### config.mk
export PLATFORM = sky130hd
export DESIGN_NAME = charger_event_flag_mask
export DESIGN_NICKNAME = d
export VERILOG_FILES = /design/src/design/cefm_pkg.sv /design/src/design/cefm_pulse_gen.sv /design/src/design/charger_event_flag_mask.sv
export VERILOG_INCLUDE_DIRS = /design/src /design/src/design
export SDC_FILE = /design/constraint.sdc
export NUM_CORES = 1
export LEC_CHECK = 0
export ABC_AREA = 1
export BUFFER_PORTS_ARGS = -buffer_cell sky130_fd_sc_hd__buf_2
export CELL_PAD_IN_SITES_DETAIL_PLACEMENT = 0
export CELL_PAD_IN_SITES_GLOBAL_PLACEMENT = 1
export CORE_ASPECT_RATIO = 1.25
export CORE_MARGIN = 8
export CORE_UTILIZATION = 35
export CTS_CLUSTER_DIAMETER = 120
export CTS_CLUSTER_SIZE = 20
export DETAILED_ROUTE_END_ITERATION = 8
export GPL_TIMING_DRIVEN = 0
export HOLD_SLACK_MARGIN = 0.03
export PLACE_DENSITY = 0.78
export SLEW_MARGIN = 10
export SYNTH_ARGS = -nofsm -noshare
export SYNTH_HDL_FRONTEND = slang
export SYNTH_HIERARCHICAL = 1
export SYNTH_SLANG_ARGS = --single-unit
### constraint.sdc
create_clock -name sys_clk -period 1.7 [get_ports sys_clk]
set_input_delay 0.34 -clock sys_clk [delete_from_list [all_inputs] [get_ports sys_clk]]
set_output_delay 0.34 -clock sys_clk [all_outputs]
set_load 0.01 [all_outputs]
### src/design/cefm_params.svh
// Register offsets, field positions, reset values and timing counts of the event flag block.
`ifndef CEFM_PARAMS_SVH
`define CEFM_PARAMS_SVH

// Register addresses as seen from the serial register engine.
`define CEFM_ADDR_FLAGS_ONE   8'h0f
`define CEFM_ADDR_FLAGS_TWO   8'h10
`define CEFM_ADDR_FAULT_FLAGS 8'h11
`define CEFM_ADDR_MASKS_ONE   8'h12

// Reset values of the flag and mask registers.
`define CEFM_FLAGS_RESET      8'h00
`define CEFM_MASKS_ONE_RESET  8'h00

// Field positions in the first flag and first mask register.
`define CEFM_BIT_CONV_DONE    7
`define CEFM_BIT_IN_CURR_REG  6
`define CEFM_BIT_IN_VOLT_REG  5
`define CEFM_BIT_DIE_HEAT_REG 4
`define CEFM_BIT_BUS_TIMEOUT  3
`define CEFM_BIT_CHARGE_PHASE 0

// Field positions in the second flag register.
`define CEFM_BIT_SUPPLY_VALID 7
`define CEFM_BIT_SOURCE_TYPE  4
`define CEFM_BIT_PACK_HEAT    2
`define CEFM_BIT_CURR_OPT     1

// Field positions in the fault flag register.
`define CEFM_BIT_OVERVOLTAGE  7
`define CEFM_BIT_DIE_SHUTDOWN 6
`define CEFM_BIT_SAFETY_TIMER 4

// Bits that exist in each register; everything else reads zero and ignores writes.
`define CEFM_FLAGS_ONE_LIVE   8'h79
`define CEFM_FLAGS_TWO_LIVE   8'h96
`define CEFM_FAULT_LIVE       8'hd0
`define CEFM_MASKS_ONE_LIVE   8'hf9

// Interrupt pulse width: time in microseconds, clock in MHz, count in cycles.
`define CEFM_SYS_CLK_MHZ      25
`define CEFM_INT_PULSE_US     100
`define CEFM_INT_PULSE_CYC    (`CEFM_INT_PULSE_US * `CEFM_SYS_CLK_MHZ)
`define CEFM_PULSE_CNT_W      12

`endif

### src/design/cefm_pkg.sv
// Types used by the interrupt pulse generator of the event flag block.
package cefm_pkg;

    // Phases of the interrupt output pulse.
    typedef enum logic [1:0]
    {
        PULSE_IDLE,
        PULSE_LOW,
        PULSE_GAP
    } cefm_pulse_state_t;

endpackage : cefm_pkg

### src/design/cefm_pulse_gen.sv
// Fixed-width active-low interrupt pulse generator.
`timescale 1ns/1ps
`default_nettype none
`include "cefm_params.svh"

module cefm_pulse_gen
(
    input  wire logic sys_clk,
    input  wire logic resetn,
    input  wire logic eventReq,
    output var  logic intN
);

    cefm_pkg::cefm_pulse_state_t        stateQ;
    logic [`CEFM_PULSE_CNT_W-1:0]       countQ;
    logic                               pendingQ;

    // An event that lands while a pulse is in flight is remembered, so it gets a pulse of its own
    // after a two-cycle high gap instead of being swallowed by the current one.
    always_ff @(posedge sys_clk or negedge resetn)
    begin
        if (!resetn)
        begin
            pendingQ <= 1'b0;
        end
        else if (stateQ != cefm_pkg::PULSE_IDLE && eventReq)
        begin
            pendingQ <= 1'b1;
        end
        else if (stateQ == cefm_pkg::PULSE_IDLE)
        begin
            pendingQ <= 1'b0;
        end
    end

    // Pulse sequencing: low for the fixed count, then a gap cycle before another pulse.
    always_ff @(posedge sys_clk or negedge resetn)
    begin
        if (!resetn)
        begin
            stateQ <= cefm_pkg::PULSE_IDLE;
            countQ <= '0;
        end
        else
        begin
            case (stateQ)
                cefm_pkg::PULSE_IDLE:
                begin
                    if (eventReq || pendingQ)
                    begin
                        stateQ <= cefm_pkg::PULSE_LOW;
                        countQ <= `CEFM_PULSE_CNT_W'(`CEFM_INT_PULSE_CYC - 1);
                    end
                end
                cefm_pkg::PULSE_LOW:
                begin
                    if (countQ == '0)
                    begin
                        stateQ <= cefm_pkg::PULSE_GAP;
                    end
                    else
                    begin
                        countQ <= countQ - 1'b1;
                    end
                end
                default:
                begin
                    stateQ <= cefm_pkg::PULSE_IDLE;
                end
            endcase
        end
    end

    // The output is a register of its own, fed from the state, count and request, so it is glitch free.
    always_ff @(posedge sys_clk or negedge resetn)
    begin
        if (!resetn)
        begin
            intN <= 1'b1;
        end
        else
        begin
            intN <= !((stateQ == cefm_pkg::PULSE_IDLE && (eventReq || pendingQ))
                      || (stateQ == cefm_pkg::PULSE_LOW && countQ != '0));
        end
    end

endmodule : cefm_pulse_gen

`default_nettype wire

### src/design/charger_event_flag_mask.sv
// Charger event flags, first mask register and interrupt request logic.
`timescale 1ns/1ps
`default_nettype none
`include "cefm_params.svh"

module charger_event_flag_mask
(
    input  wire logic       sys_clk,
    input  wire logic       resetn,
    input  wire logic [7:0] regAddr,
    input  wire logic       regWrEn,
    input  wire logic [7:0] regWrData,
    input  wire logic       regRdEn,
    output var  logic [7:0] regRdData,
    input  wire logic       regResetCmd,
    input  wire logic       input_current_regulation,
    input  wire logic       input_voltage_regulation,
    input  wire logic       die_heat_regulation,
    input  wire logic       bus_timeout_state,
    input  wire logic [2:0] charge_phase,
    input  wire logic       supply_valid,
    input  wire logic [2:0] source_type,
    input  wire logic [2:0] pack_heat_zone,
    input  wire logic [1:0] current_optimizer_phase,
    input  wire logic       input_overvoltage,
    input  wire logic       die_shutdown,
    input  wire logic       safetyTimerExpired,
    input  wire logic       convDone,
    input  wire logic       oneShotMode,
    input  wire logic [7:0] chargerMasksTwo,
    input  wire logic [7:0] faultMasks,
    output var  logic [7:0] chargerEventMasksOne,
    output var  logic       intN
);

    // Previous samples of every watched status, for edge and change detection.
    // Each one but primedQ holds the value that its source had at the last clock edge.
    logic       primedQ;
    logic       inCurrQ;
    logic       inVoltQ;
    logic       dieHeatQ;
    logic       busTimeoutQ;
    logic [2:0] chargePhaseQ;
    logic       supplyValidQ;
    logic [2:0] sourceTypeQ;
    logic [2:0] packHeatQ;
    logic [1:0] currOptQ;
    logic       overvoltageQ;
    logic       dieShutdownQ;
    logic       safetyTimerQ;

    // Flag and mask storage.
    // Flag registers only ever load live bits, so reserved positions stay zero.
    logic [7:0] chargerEventFlagsOneQ;
    logic [7:0] chargerEventFlagsTwoQ;
    logic [7:0] faultEventFlagsQ;
    logic [7:0] chargerEventMasksOneQ;

    // One-cycle event vectors laid out like the flag registers.
    // All but convDoneQ are combinational and valid only in the cycle of the edge that caused them.
    logic [7:0] setOne;
    logic [7:0] setTwo;
    logic [7:0] setFault;
    logic [7:0] clrOne;
    logic [7:0] clrTwo;
    logic [7:0] clrFault;
    logic       convDoneEvent;
    logic       convDoneQ;
    logic       intReq;

    // Masked interrupt requests, laid out like the event vectors.
    logic [7:0] reqOne;
    logic [7:0] reqTwo;
    logic [7:0] reqFault;
    logic       reqConv;

    // Status history; the first cycle after reset only loads it, so levels already present at
    // reset release do not look like fresh edges.
    // The sources come from logic on this clock, so no synchroniser sits in front of them.
    always_ff @(posedge sys_clk or negedge resetn)
    begin
        if (!resetn)
        begin
            primedQ      <= 1'b0;
            inCurrQ      <= 1'b0;
            inVoltQ      <= 1'b0;
            dieHeatQ     <= 1'b0;
            busTimeoutQ  <= 1'b0;
            chargePhaseQ <= 3'h0;
            supplyValidQ <= 1'b0;
            sourceTypeQ  <= 3'h0;
            packHeatQ    <= 3'h0;
            currOptQ     <= 2'h0;
            overvoltageQ <= 1'b0;
            dieShutdownQ <= 1'b0;
            safetyTimerQ <= 1'b0;
            convDoneQ    <= 1'b0;
        end
        else
        begin
            primedQ      <= 1'b1;
            inCurrQ      <= input_current_regulation;
            inVoltQ      <= input_voltage_regulation;
            dieHeatQ     <= die_heat_regulation;
            busTimeoutQ  <= bus_timeout_state;
            chargePhaseQ <= charge_phase;
            supplyValidQ <= supply_valid;
            sourceTypeQ  <= source_type;
            packHeatQ    <= pack_heat_zone;
            currOptQ     <= current_optimizer_phase;
            overvoltageQ <= input_overvoltage;
            dieShutdownQ <= die_shutdown;
            safetyTimerQ <= safetyTimerExpired;
            convDoneQ    <= convDone;
        end
    end

    // Event detection, placed at the flag bit each event owns.
    // Multi-bit fields flag any change, so a return to an earlier value counts as well.
    // Fault sources flag only on entry; leaving a fault condition is not an event.
    // A change during the priming cycle after reset release is not seen.
    always_comb
    begin
        setOne   = 8'h00;
        setTwo   = 8'h00;
        setFault = 8'h00;
        if (primedQ)
        begin
            setOne[`CEFM_BIT_IN_CURR_REG]  = input_current_regulation && !inCurrQ;
            setOne[`CEFM_BIT_IN_VOLT_REG]  = input_voltage_regulation && !inVoltQ;
            setOne[`CEFM_BIT_DIE_HEAT_REG] = die_heat_regulation && !dieHeatQ;
            setOne[`CEFM_BIT_BUS_TIMEOUT]  = bus_timeout_state && !busTimeoutQ;
            setOne[`CEFM_BIT_CHARGE_PHASE] = charge_phase != chargePhaseQ;
            setTwo[`CEFM_BIT_SUPPLY_VALID] = supply_valid != supplyValidQ;
            setTwo[`CEFM_BIT_SOURCE_TYPE]  = source_type != sourceTypeQ;
            setTwo[`CEFM_BIT_PACK_HEAT]    = pack_heat_zone != packHeatQ;
            setTwo[`CEFM_BIT_CURR_OPT]     = current_optimizer_phase != currOptQ;
            setFault[`CEFM_BIT_OVERVOLTAGE]  = input_overvoltage && !overvoltageQ;
            setFault[`CEFM_BIT_DIE_SHUTDOWN] = die_shutdown && !dieShutdownQ;
            setFault[`CEFM_BIT_SAFETY_TIMER] = safetyTimerExpired && !safetyTimerQ;
        end
    end

    // Conversion-done has no flag of its own and only counts in one-shot mode.
    // Its mask bit sits in the first mask register, above the flag-one masks.
    assign convDoneEvent = primedQ && convDone && !convDoneQ && oneShotMode;

    // A read of a flag register clears what it returned; a register reset clears everything.
    // Clearing exactly the returned value keeps an event that lands during the read.
    always_comb
    begin
        clrOne   = 8'h00;
        clrTwo   = 8'h00;
        clrFault = 8'h00;
        if (regResetCmd)
        begin
            clrOne   = 8'hff;
            clrTwo   = 8'hff;
            clrFault = 8'hff;
        end
        else if (regRdEn && regAddr == `CEFM_ADDR_FLAGS_ONE)
        begin
            clrOne = chargerEventFlagsOneQ;
        end
        else if (regRdEn && regAddr == `CEFM_ADDR_FLAGS_TWO)
        begin
            clrTwo = chargerEventFlagsTwoQ;
        end
        else if (regRdEn && regAddr == `CEFM_ADDR_FAULT_FLAGS)
        begin
            clrFault = faultEventFlagsQ;
        end
    end

    // Sticky flags: a new event in the clearing cycle wins, so nothing is lost between a read
    // and the next. Only live bits can ever be set; reserved bits stay zero.
    // A register reset yields to a fresh event as well: a strict clear was traded for never
    // losing an event that the host has not yet seen.
    always_ff @(posedge sys_clk or negedge resetn)
    begin
        if (!resetn)
        begin
            chargerEventFlagsOneQ <= `CEFM_FLAGS_RESET;
            chargerEventFlagsTwoQ <= `CEFM_FLAGS_RESET;
            faultEventFlagsQ      <= `CEFM_FLAGS_RESET;
        end
        else
        begin
            chargerEventFlagsOneQ <= ((chargerEventFlagsOneQ & ~clrOne) | setOne)
                                     & `CEFM_FLAGS_ONE_LIVE;
            chargerEventFlagsTwoQ <= ((chargerEventFlagsTwoQ & ~clrTwo) | setTwo)
                                     & `CEFM_FLAGS_TWO_LIVE;
            faultEventFlagsQ      <= ((faultEventFlagsQ & ~clrFault) | setFault)
                                     & `CEFM_FAULT_LIVE;
        end
    end

    // First mask register: register reset beats a write in the same cycle. Bus watchdog expiry
    // has no path in here, so masks and flags survive it.
    // Reserved positions are dropped at the write, so they can never read back as ones.
    always_ff @(posedge sys_clk or negedge resetn)
    begin
        if (!resetn)
        begin
            chargerEventMasksOneQ <= `CEFM_MASKS_ONE_RESET;
        end
        else if (regResetCmd)
        begin
            chargerEventMasksOneQ <= `CEFM_MASKS_ONE_RESET;
        end
        else if (regWrEn && regAddr == `CEFM_ADDR_MASKS_ONE)
        begin
            chargerEventMasksOneQ <= regWrData & `CEFM_MASKS_ONE_LIVE;
        end
    end

    // The mask register is exported for the rest of the register map.
    assign chargerEventMasksOne = chargerEventMasksOneQ;

    // Read data is captured on the read strobe; flag registers are read-only and unmapped
    // addresses return zero.
    // The data holds between reads, so a slow register engine may pick it up late.
    always_ff @(posedge sys_clk or negedge resetn)
    begin
        if (!resetn)
        begin
            regRdData <= 8'h00;
        end
        else if (regRdEn)
        begin
            if (regAddr == `CEFM_ADDR_FLAGS_ONE)
            begin
                regRdData <= chargerEventFlagsOneQ;
            end
            else if (regAddr == `CEFM_ADDR_FLAGS_TWO)
            begin
                regRdData <= chargerEventFlagsTwoQ;
            end
            else if (regAddr == `CEFM_ADDR_FAULT_FLAGS)
            begin
                regRdData <= faultEventFlagsQ;
            end
            else if (regAddr == `CEFM_ADDR_MASKS_ONE)
            begin
                regRdData <= chargerEventMasksOneQ;
            end
            else
            begin
                regRdData <= 8'h00;
            end
        end
    end

    // Masked requests, one vector per flag register. Masks gate only the pulse; the flag is
    // set regardless, so a polling host still sees every event except conversion-done, which has no flag.
    assign reqOne   = setOne & ~chargerEventMasksOneQ;
    assign reqTwo   = setTwo & ~chargerMasksTwo;
    assign reqFault = setFault & ~faultMasks;
    assign reqConv  = convDoneEvent && !chargerEventMasksOneQ[`CEFM_BIT_CONV_DONE];

    // Events that land together share one request; the pulse generator spaces out later ones.
    assign intReq = (|reqOne) || (|reqTwo) || (|reqFault) || reqConv;

    // Pulse shaping of the interrupt output.
    // One pulse per request from idle; any requests during a pulse earn a single one more after a short gap.
    cefm_pulse_gen u_pulse_gen
    (
        .sys_clk  (sys_clk),
        .resetn   (resetn),
        .eventReq (intReq),
        .intN     (intN)
    );

endmodule : charger_event_flag_mask

`default_nettype wire

==> out/qor_table.md <==
| Group | Parameter | Reported |
|---|---|---|
| run status | Run status | finished, violations left |
| run status | Failing checks | setup timing |
| synth | Count of yosys warnings during synthesis | 6 |
| worst setup path | List of cells traversed by the critical path | buf_6 > nand2_2 > nor2_1 > nand3_1 > nand2_1 > nor2_2 > nand2_1 > nor2_1 > nand2_1 > nor2_2 > nor3_2 > inv_1 > nand2_4 > buf_4 > nand2_1 > o21ai_2 |
| worst setup path | Number of buffers and inverters on the critical path | 3 |
| sta | Setup Skew | 0.00850 ns |
| global routing | Largest net degree at the start of global routing | 63 |
| power | Proportion of power drawn by the clock network | 46.8% |
| worst setup path | Type of the setup path with the least slack | reg -> reg |
| sta | Fin. Hold Viols | 0 |
| synth | Leading register cell type out of synthesis | sky130_fd_sc_hd__dfrtp_1 |
| sta | Setup violators final | 13 |
| placed design | Port Buffers | 61 |
| floorplanning | Die width | 101 um |
| global routing | Global router's overall resource usage | 13.2% |
| cells and area | Register area | 1580 um^2 |
| drt | Number of detailed-routing iterations run before antenna repair | 4 |
| sta | Share of the clock period used by the worst path after layout | 106% |
| clock network | Clock sink count | 63 |
| power | Switching power | 1130 uW |
| worst setup path | Critical Path Source Type | flip-flop |
| cells and area | Area growth, synth to finish | 29.6% |
| floorplanning | Floorplan Core Area | 8980 um^2 |
| synth | Sequential-to-total area share from yosys stat | 49.5% |
| synth | Number of flops mapped to enable cells by yosys | 0 |
| sta | Clock period minus worst slack | 1.80 ns |
| synth | Post-synthesis async set-or-reset flop share | 100% |
| placed design | Final GP Congestion | 0.826 |
| sta | Slew Limit Fails | 0 |
| cells and area | Filler cell count | 942 |
| cells and area | Number of diodes added for antenna fixing | 0 |
| worst setup path | Maximum fanout encountered on the critical timing path | 10 |
| clock network | Cell chosen for the clock root | sky130_fd_sc_hd__clkbuf_16 |
| worst setup path | CP dominant cell by count | sky130_fd_sc_hd__nand2_1 |
| sta | Top achievable clock speed | 0.556 GHz |
| cells and area | Count of nets after finishing | 522 |
| power | Comb pwr share | 14.2% |
| power | Leak | 0.00215 uW |
| clock network | CTS clock-pin slew for the worst setup and hold paths | 0.05 ns |
| clock network | Latest clock arrival within the worst-skew pair | 0.33 ns |
| synth | Post-Synthesis Cells | 384 |
| global routing | Wire length of the first global-routing pass | 12,800 um |
| worst setup path | Setup slack of the worst register-to-register path | -0.1 ns |
| clock network | Clock Tree Buf Depth | 2 |
| worst setup path | Critical path required time | 1.91 ns |
| global routing | Total congestion overflow after global routing | 0 |
| power | Final Power | 4490 uW |
| floorplanning | Effective utilization at floorplan | 35.5% |
| cells and area | Share of the core filled with cells | 46.0% |
| power | PD cells | 1090 nW/um^2 |
| global routing | Number of global-route vias before repair | 2,634 |
| sta | Summed negative setup slack over all endpoints | -0.859 ns |
| worst hold path | Worst min path class | in -> reg |
| cells and area | Area of the multi-input gates | 1360 um^2 |
| synth | Number of distinct standard cells referenced by the synthesized netlist | 35 |
| power | Sequential power share | 39.0% |
| clock network | Number of H-tree levels | 3 |
| synth | Post-synthesis cell area | 3190 um^2 |
| placed design | Half-perimeter wire length of the detailed placement result | 5750 um |
| floorplanning | Number of I/O pins | 75 |
| worst setup path | Peak per-stage delay on the critical path | 0.38 ns |
| drt | Overall via count from detail_route | 2,666 |
| clock network | Total CTS buffers | 9 |
| worst setup path | Cell with the largest stage delay on the worst path | sky130_fd_sc_hd__dfrtp_1 |
| worst setup path | Arrival time at the worst endpoint | 2.01 ns |
| drt | DRC Markers | 0 |
| clock network | Clock tree from TritonCTS | done |
| drt | Total wirelength of the detailed-routed design | 7760 um |
| drt | Via count normalized by instance count | 4.52 |
| floorplanning | Standard-cell rows | 39 |
| global routing | Initial antenna violation count | 0 |
| floorplanning | Chip Height | 123 um |
| drt | Final ANT Viol Nets | 0 |
| run | Max-cap viol count | 0 |
| worst setup path | Critical Path Sink Type | flip-flop |
| power | Switch share | 25.1% |
| worst setup path | Kind of cell adding the most delay to the critical path | simple AND/OR/NAND/NOR gates |
| sta | Final critical-path setup slack | -0.0988 ns |
| synth | Flops & latches, synth | 63 |
| cells and area | Share of post-route cells with drive strength above 1 | 28.3% |
| synth | Mean instance size in the synthesized netlist | 8.30 um^2 |
| power | Internal Power | 3360 uW |
| floorplanning | Die area | 12,400 um^2 |
| power | Maximum vdd drop | 816 uV |
| drt | Final routed wire length divided by cell count | 13.2 um |
| sta | RSZ-0062 raised after global routing | yes |
| drt | 1st-iter DRT viols | 115 |
[registers in the layout, indices dropped and copies added, names as in the netlist]
register               flops
currOptQ                   2
safetyTimerQ               1
regRdData                  8
busTimeoutQ                1
supplyValidQ               1
inVoltQ                    1
dieHeatQ                   1
chargerEventMasksOne       6
u_pulse_gen/pendingQ       1
chargerEventFlagsOneQ      5
dieShutdownQ               1
sourceTypeQ                3
u_pulse_gen/stateQ         2
faultEventFlagsQ           3
u_pulse_gen/intN           1
packHeatQ                  3
inCurrQ                    1
primedQ                    1
convDoneQ                  1
u_pulse_gen/countQ        12
chargePhaseQ               3
overvoltageQ               1
chargerEventFlagsTwoQ      4
[stage by stage]
stage	hold slack [ns]	std cells	setup WS (ns)	instance area [um^2]
final	0.139	590	-0.0988	4130
after global routing	0.133	590	-0.227	4130
after CTS	0.130	588	-0.154	4070
after detailed placement	0.143	570	-0.356	3680
after global placement	0.462	569	-0.343	3650
after floorplan	0.0444	385	0.0234	3190
[synth_stat cells (2+ instances only)]
master	n	area [um^2]
sky130_fd_sc_hd__nand4_1	7	43.8
sky130_fd_sc_hd__a21oi_1	2	10.0
sky130_fd_sc_hd__nand3b_1	4	30.0
sky130_fd_sc_hd__nor3_1	4	20.0
sky130_fd_sc_hd__nand3_2	4	40.0
sky130_fd_sc_hd__buf_4	2	15.0
sky130_fd_sc_hd__buf_6	3	33.8
sky130_fd_sc_hd__inv_2	3	11.3
sky130_fd_sc_hd__xor2_1	4	35.0
sky130_fd_sc_hd__o21ai_1	11	55.1
sky130_fd_sc_hd__buf_2	2	10.0
sky130_fd_sc_hd__dfrtp_1	62	1550
sky130_fd_sc_hd__nand2_1	102	383
sky130_fd_sc_hd__xnor2_1	6	52.6
sky130_fd_sc_hd__nand2_2	5	31.3
sky130_fd_sc_hd__nor2_2	8	50.1
sky130_fd_sc_hd__ha_1	2	25.0
sky130_fd_sc_hd__o21ai_2	5	43.8
sky130_fd_sc_hd__conb_1	2	7.51
sky130_fd_sc_hd__inv_1	51	191
sky130_fd_sc_hd__nand3_1	46	230
sky130_fd_sc_hd__o21ai_0	11	55.1
sky130_fd_sc_hd__nor2_1	26	97.6
[worst register-to-register path: stages (launching register included)]
cell	delay [ns]
sky130_fd_sc_hd__dfrtp_1	0.38
sky130_fd_sc_hd__buf_6	0.15
sky130_fd_sc_hd__nand2_2	0.05
sky130_fd_sc_hd__nor2_1	0.03
sky130_fd_sc_hd__nand3_1	0.05
sky130_fd_sc_hd__nand2_1	0.06
sky130_fd_sc_hd__nor2_2	0.13
sky130_fd_sc_hd__nand2_1	0.06
sky130_fd_sc_hd__nor2_1	0.08
sky130_fd_sc_hd__nand2_1	0.07
sky130_fd_sc_hd__nor2_2	0.12
sky130_fd_sc_hd__nor3_2	0.06
sky130_fd_sc_hd__inv_1	0.09
sky130_fd_sc_hd__nand2_4	0.09
sky130_fd_sc_hd__buf_4	0.14
sky130_fd_sc_hd__nand2_1	0.07
sky130_fd_sc_hd__o21ai_2	0.05
[logic make-up after synthesis]
group           after synthesis  share of synthesized area [%]
other cells                   2                          0.236
fa+ha+maj                     2                          0.785
compound gates               30                           5.42
flops                        63                           49.5
buf+inv                      65                           9.35
xor+xnor                     10                           2.75
simple gates                212                           31.9
[layout make-up]
| cell class | instances | area share [%] |
|---|---|---|
| Timing Repair Buffer | 66 | 9.34 |
| Clock inverter | 4 | 2.30 |
| Multi-Input combinational cell | 257 | 32.8 |
| Buffer | 9 | 2.39 |
| Sequential cell | 63 | 38.2 |
| Clock buffer | 12 | 5.97 |
| Inverter | 56 | 5.21 |
| Tap cell | 123 | 3.73 |
[cell usage in the layout, fill, tap and decap left out, drive strengths merged, types with 2 or more instances in the layout]
master,n
nand4,8
nor2,36
conb,3
a21oi,3
nor3,4
clkinv,2
xnor2,6
xor2,4
bufinv,3
buf,72
ha,2
clkbuf,14
dfrtp,62
nand3,50
o21ai,27
nand3b,4
inv,55
nand2,108
[per-layer routing]
metal / track usage, % / vias up / wire length (um)
met1: 15.4 / 1252 / 3250
met4: 5.04 / 0 / 94
met3: 3.86 / 8 / 370
met2: 22.4 / 39 / 4050
met5: 0 / - / 0
li1: - / 1367 / -
[final timing paths]
path / end / cells past startpoint / from
hold / removal: safetyTimerQ / 1 / safetyTimerExpired
max in group asynchronous: u_pulse_gen/intN / 3 / resetn
setup / recovery: u_pulse_gen/countQ[1] / 16 / primedQ
setup reg to reg: u_pulse_gen/countQ[1] / 16 / primedQ
min in group asynchronous: packHeatQ[2] / 2 / resetn
hold reg to reg: regRdData[7] / 2 / regRdData[7]
[timing repair]
item | 4_1_cts | 5_1_grt
gates cloned | 0 | 1
hold buffers | 1 | 0
setup endpoints to repair | 14 | 14
resized for setup | 11 | 9
pin swaps | 4 | 1
endpoints found under the hold margin | 1 | 0
buffers inserted | 1 | 1
[power by group through the flow]
| stage | sequential, uW | combinational [uW] | clock (uW) |
|---|---|---|---|
| 5_1_grt | 1770 | 727 | 2210 |
| 4_1_cts | 1750 | 609 | 2140 |
| 2_1_floorplan | 1750 | 416 | 0 |
| 6_report | 1750 | 637 | 2100 |
| 3_3_place_gp | 1770 | 580 | 0 |
| 3_5_place_dp | 1770 | 598 | 0 |
No activity file was read; power rests on OpenSTA's default activity.
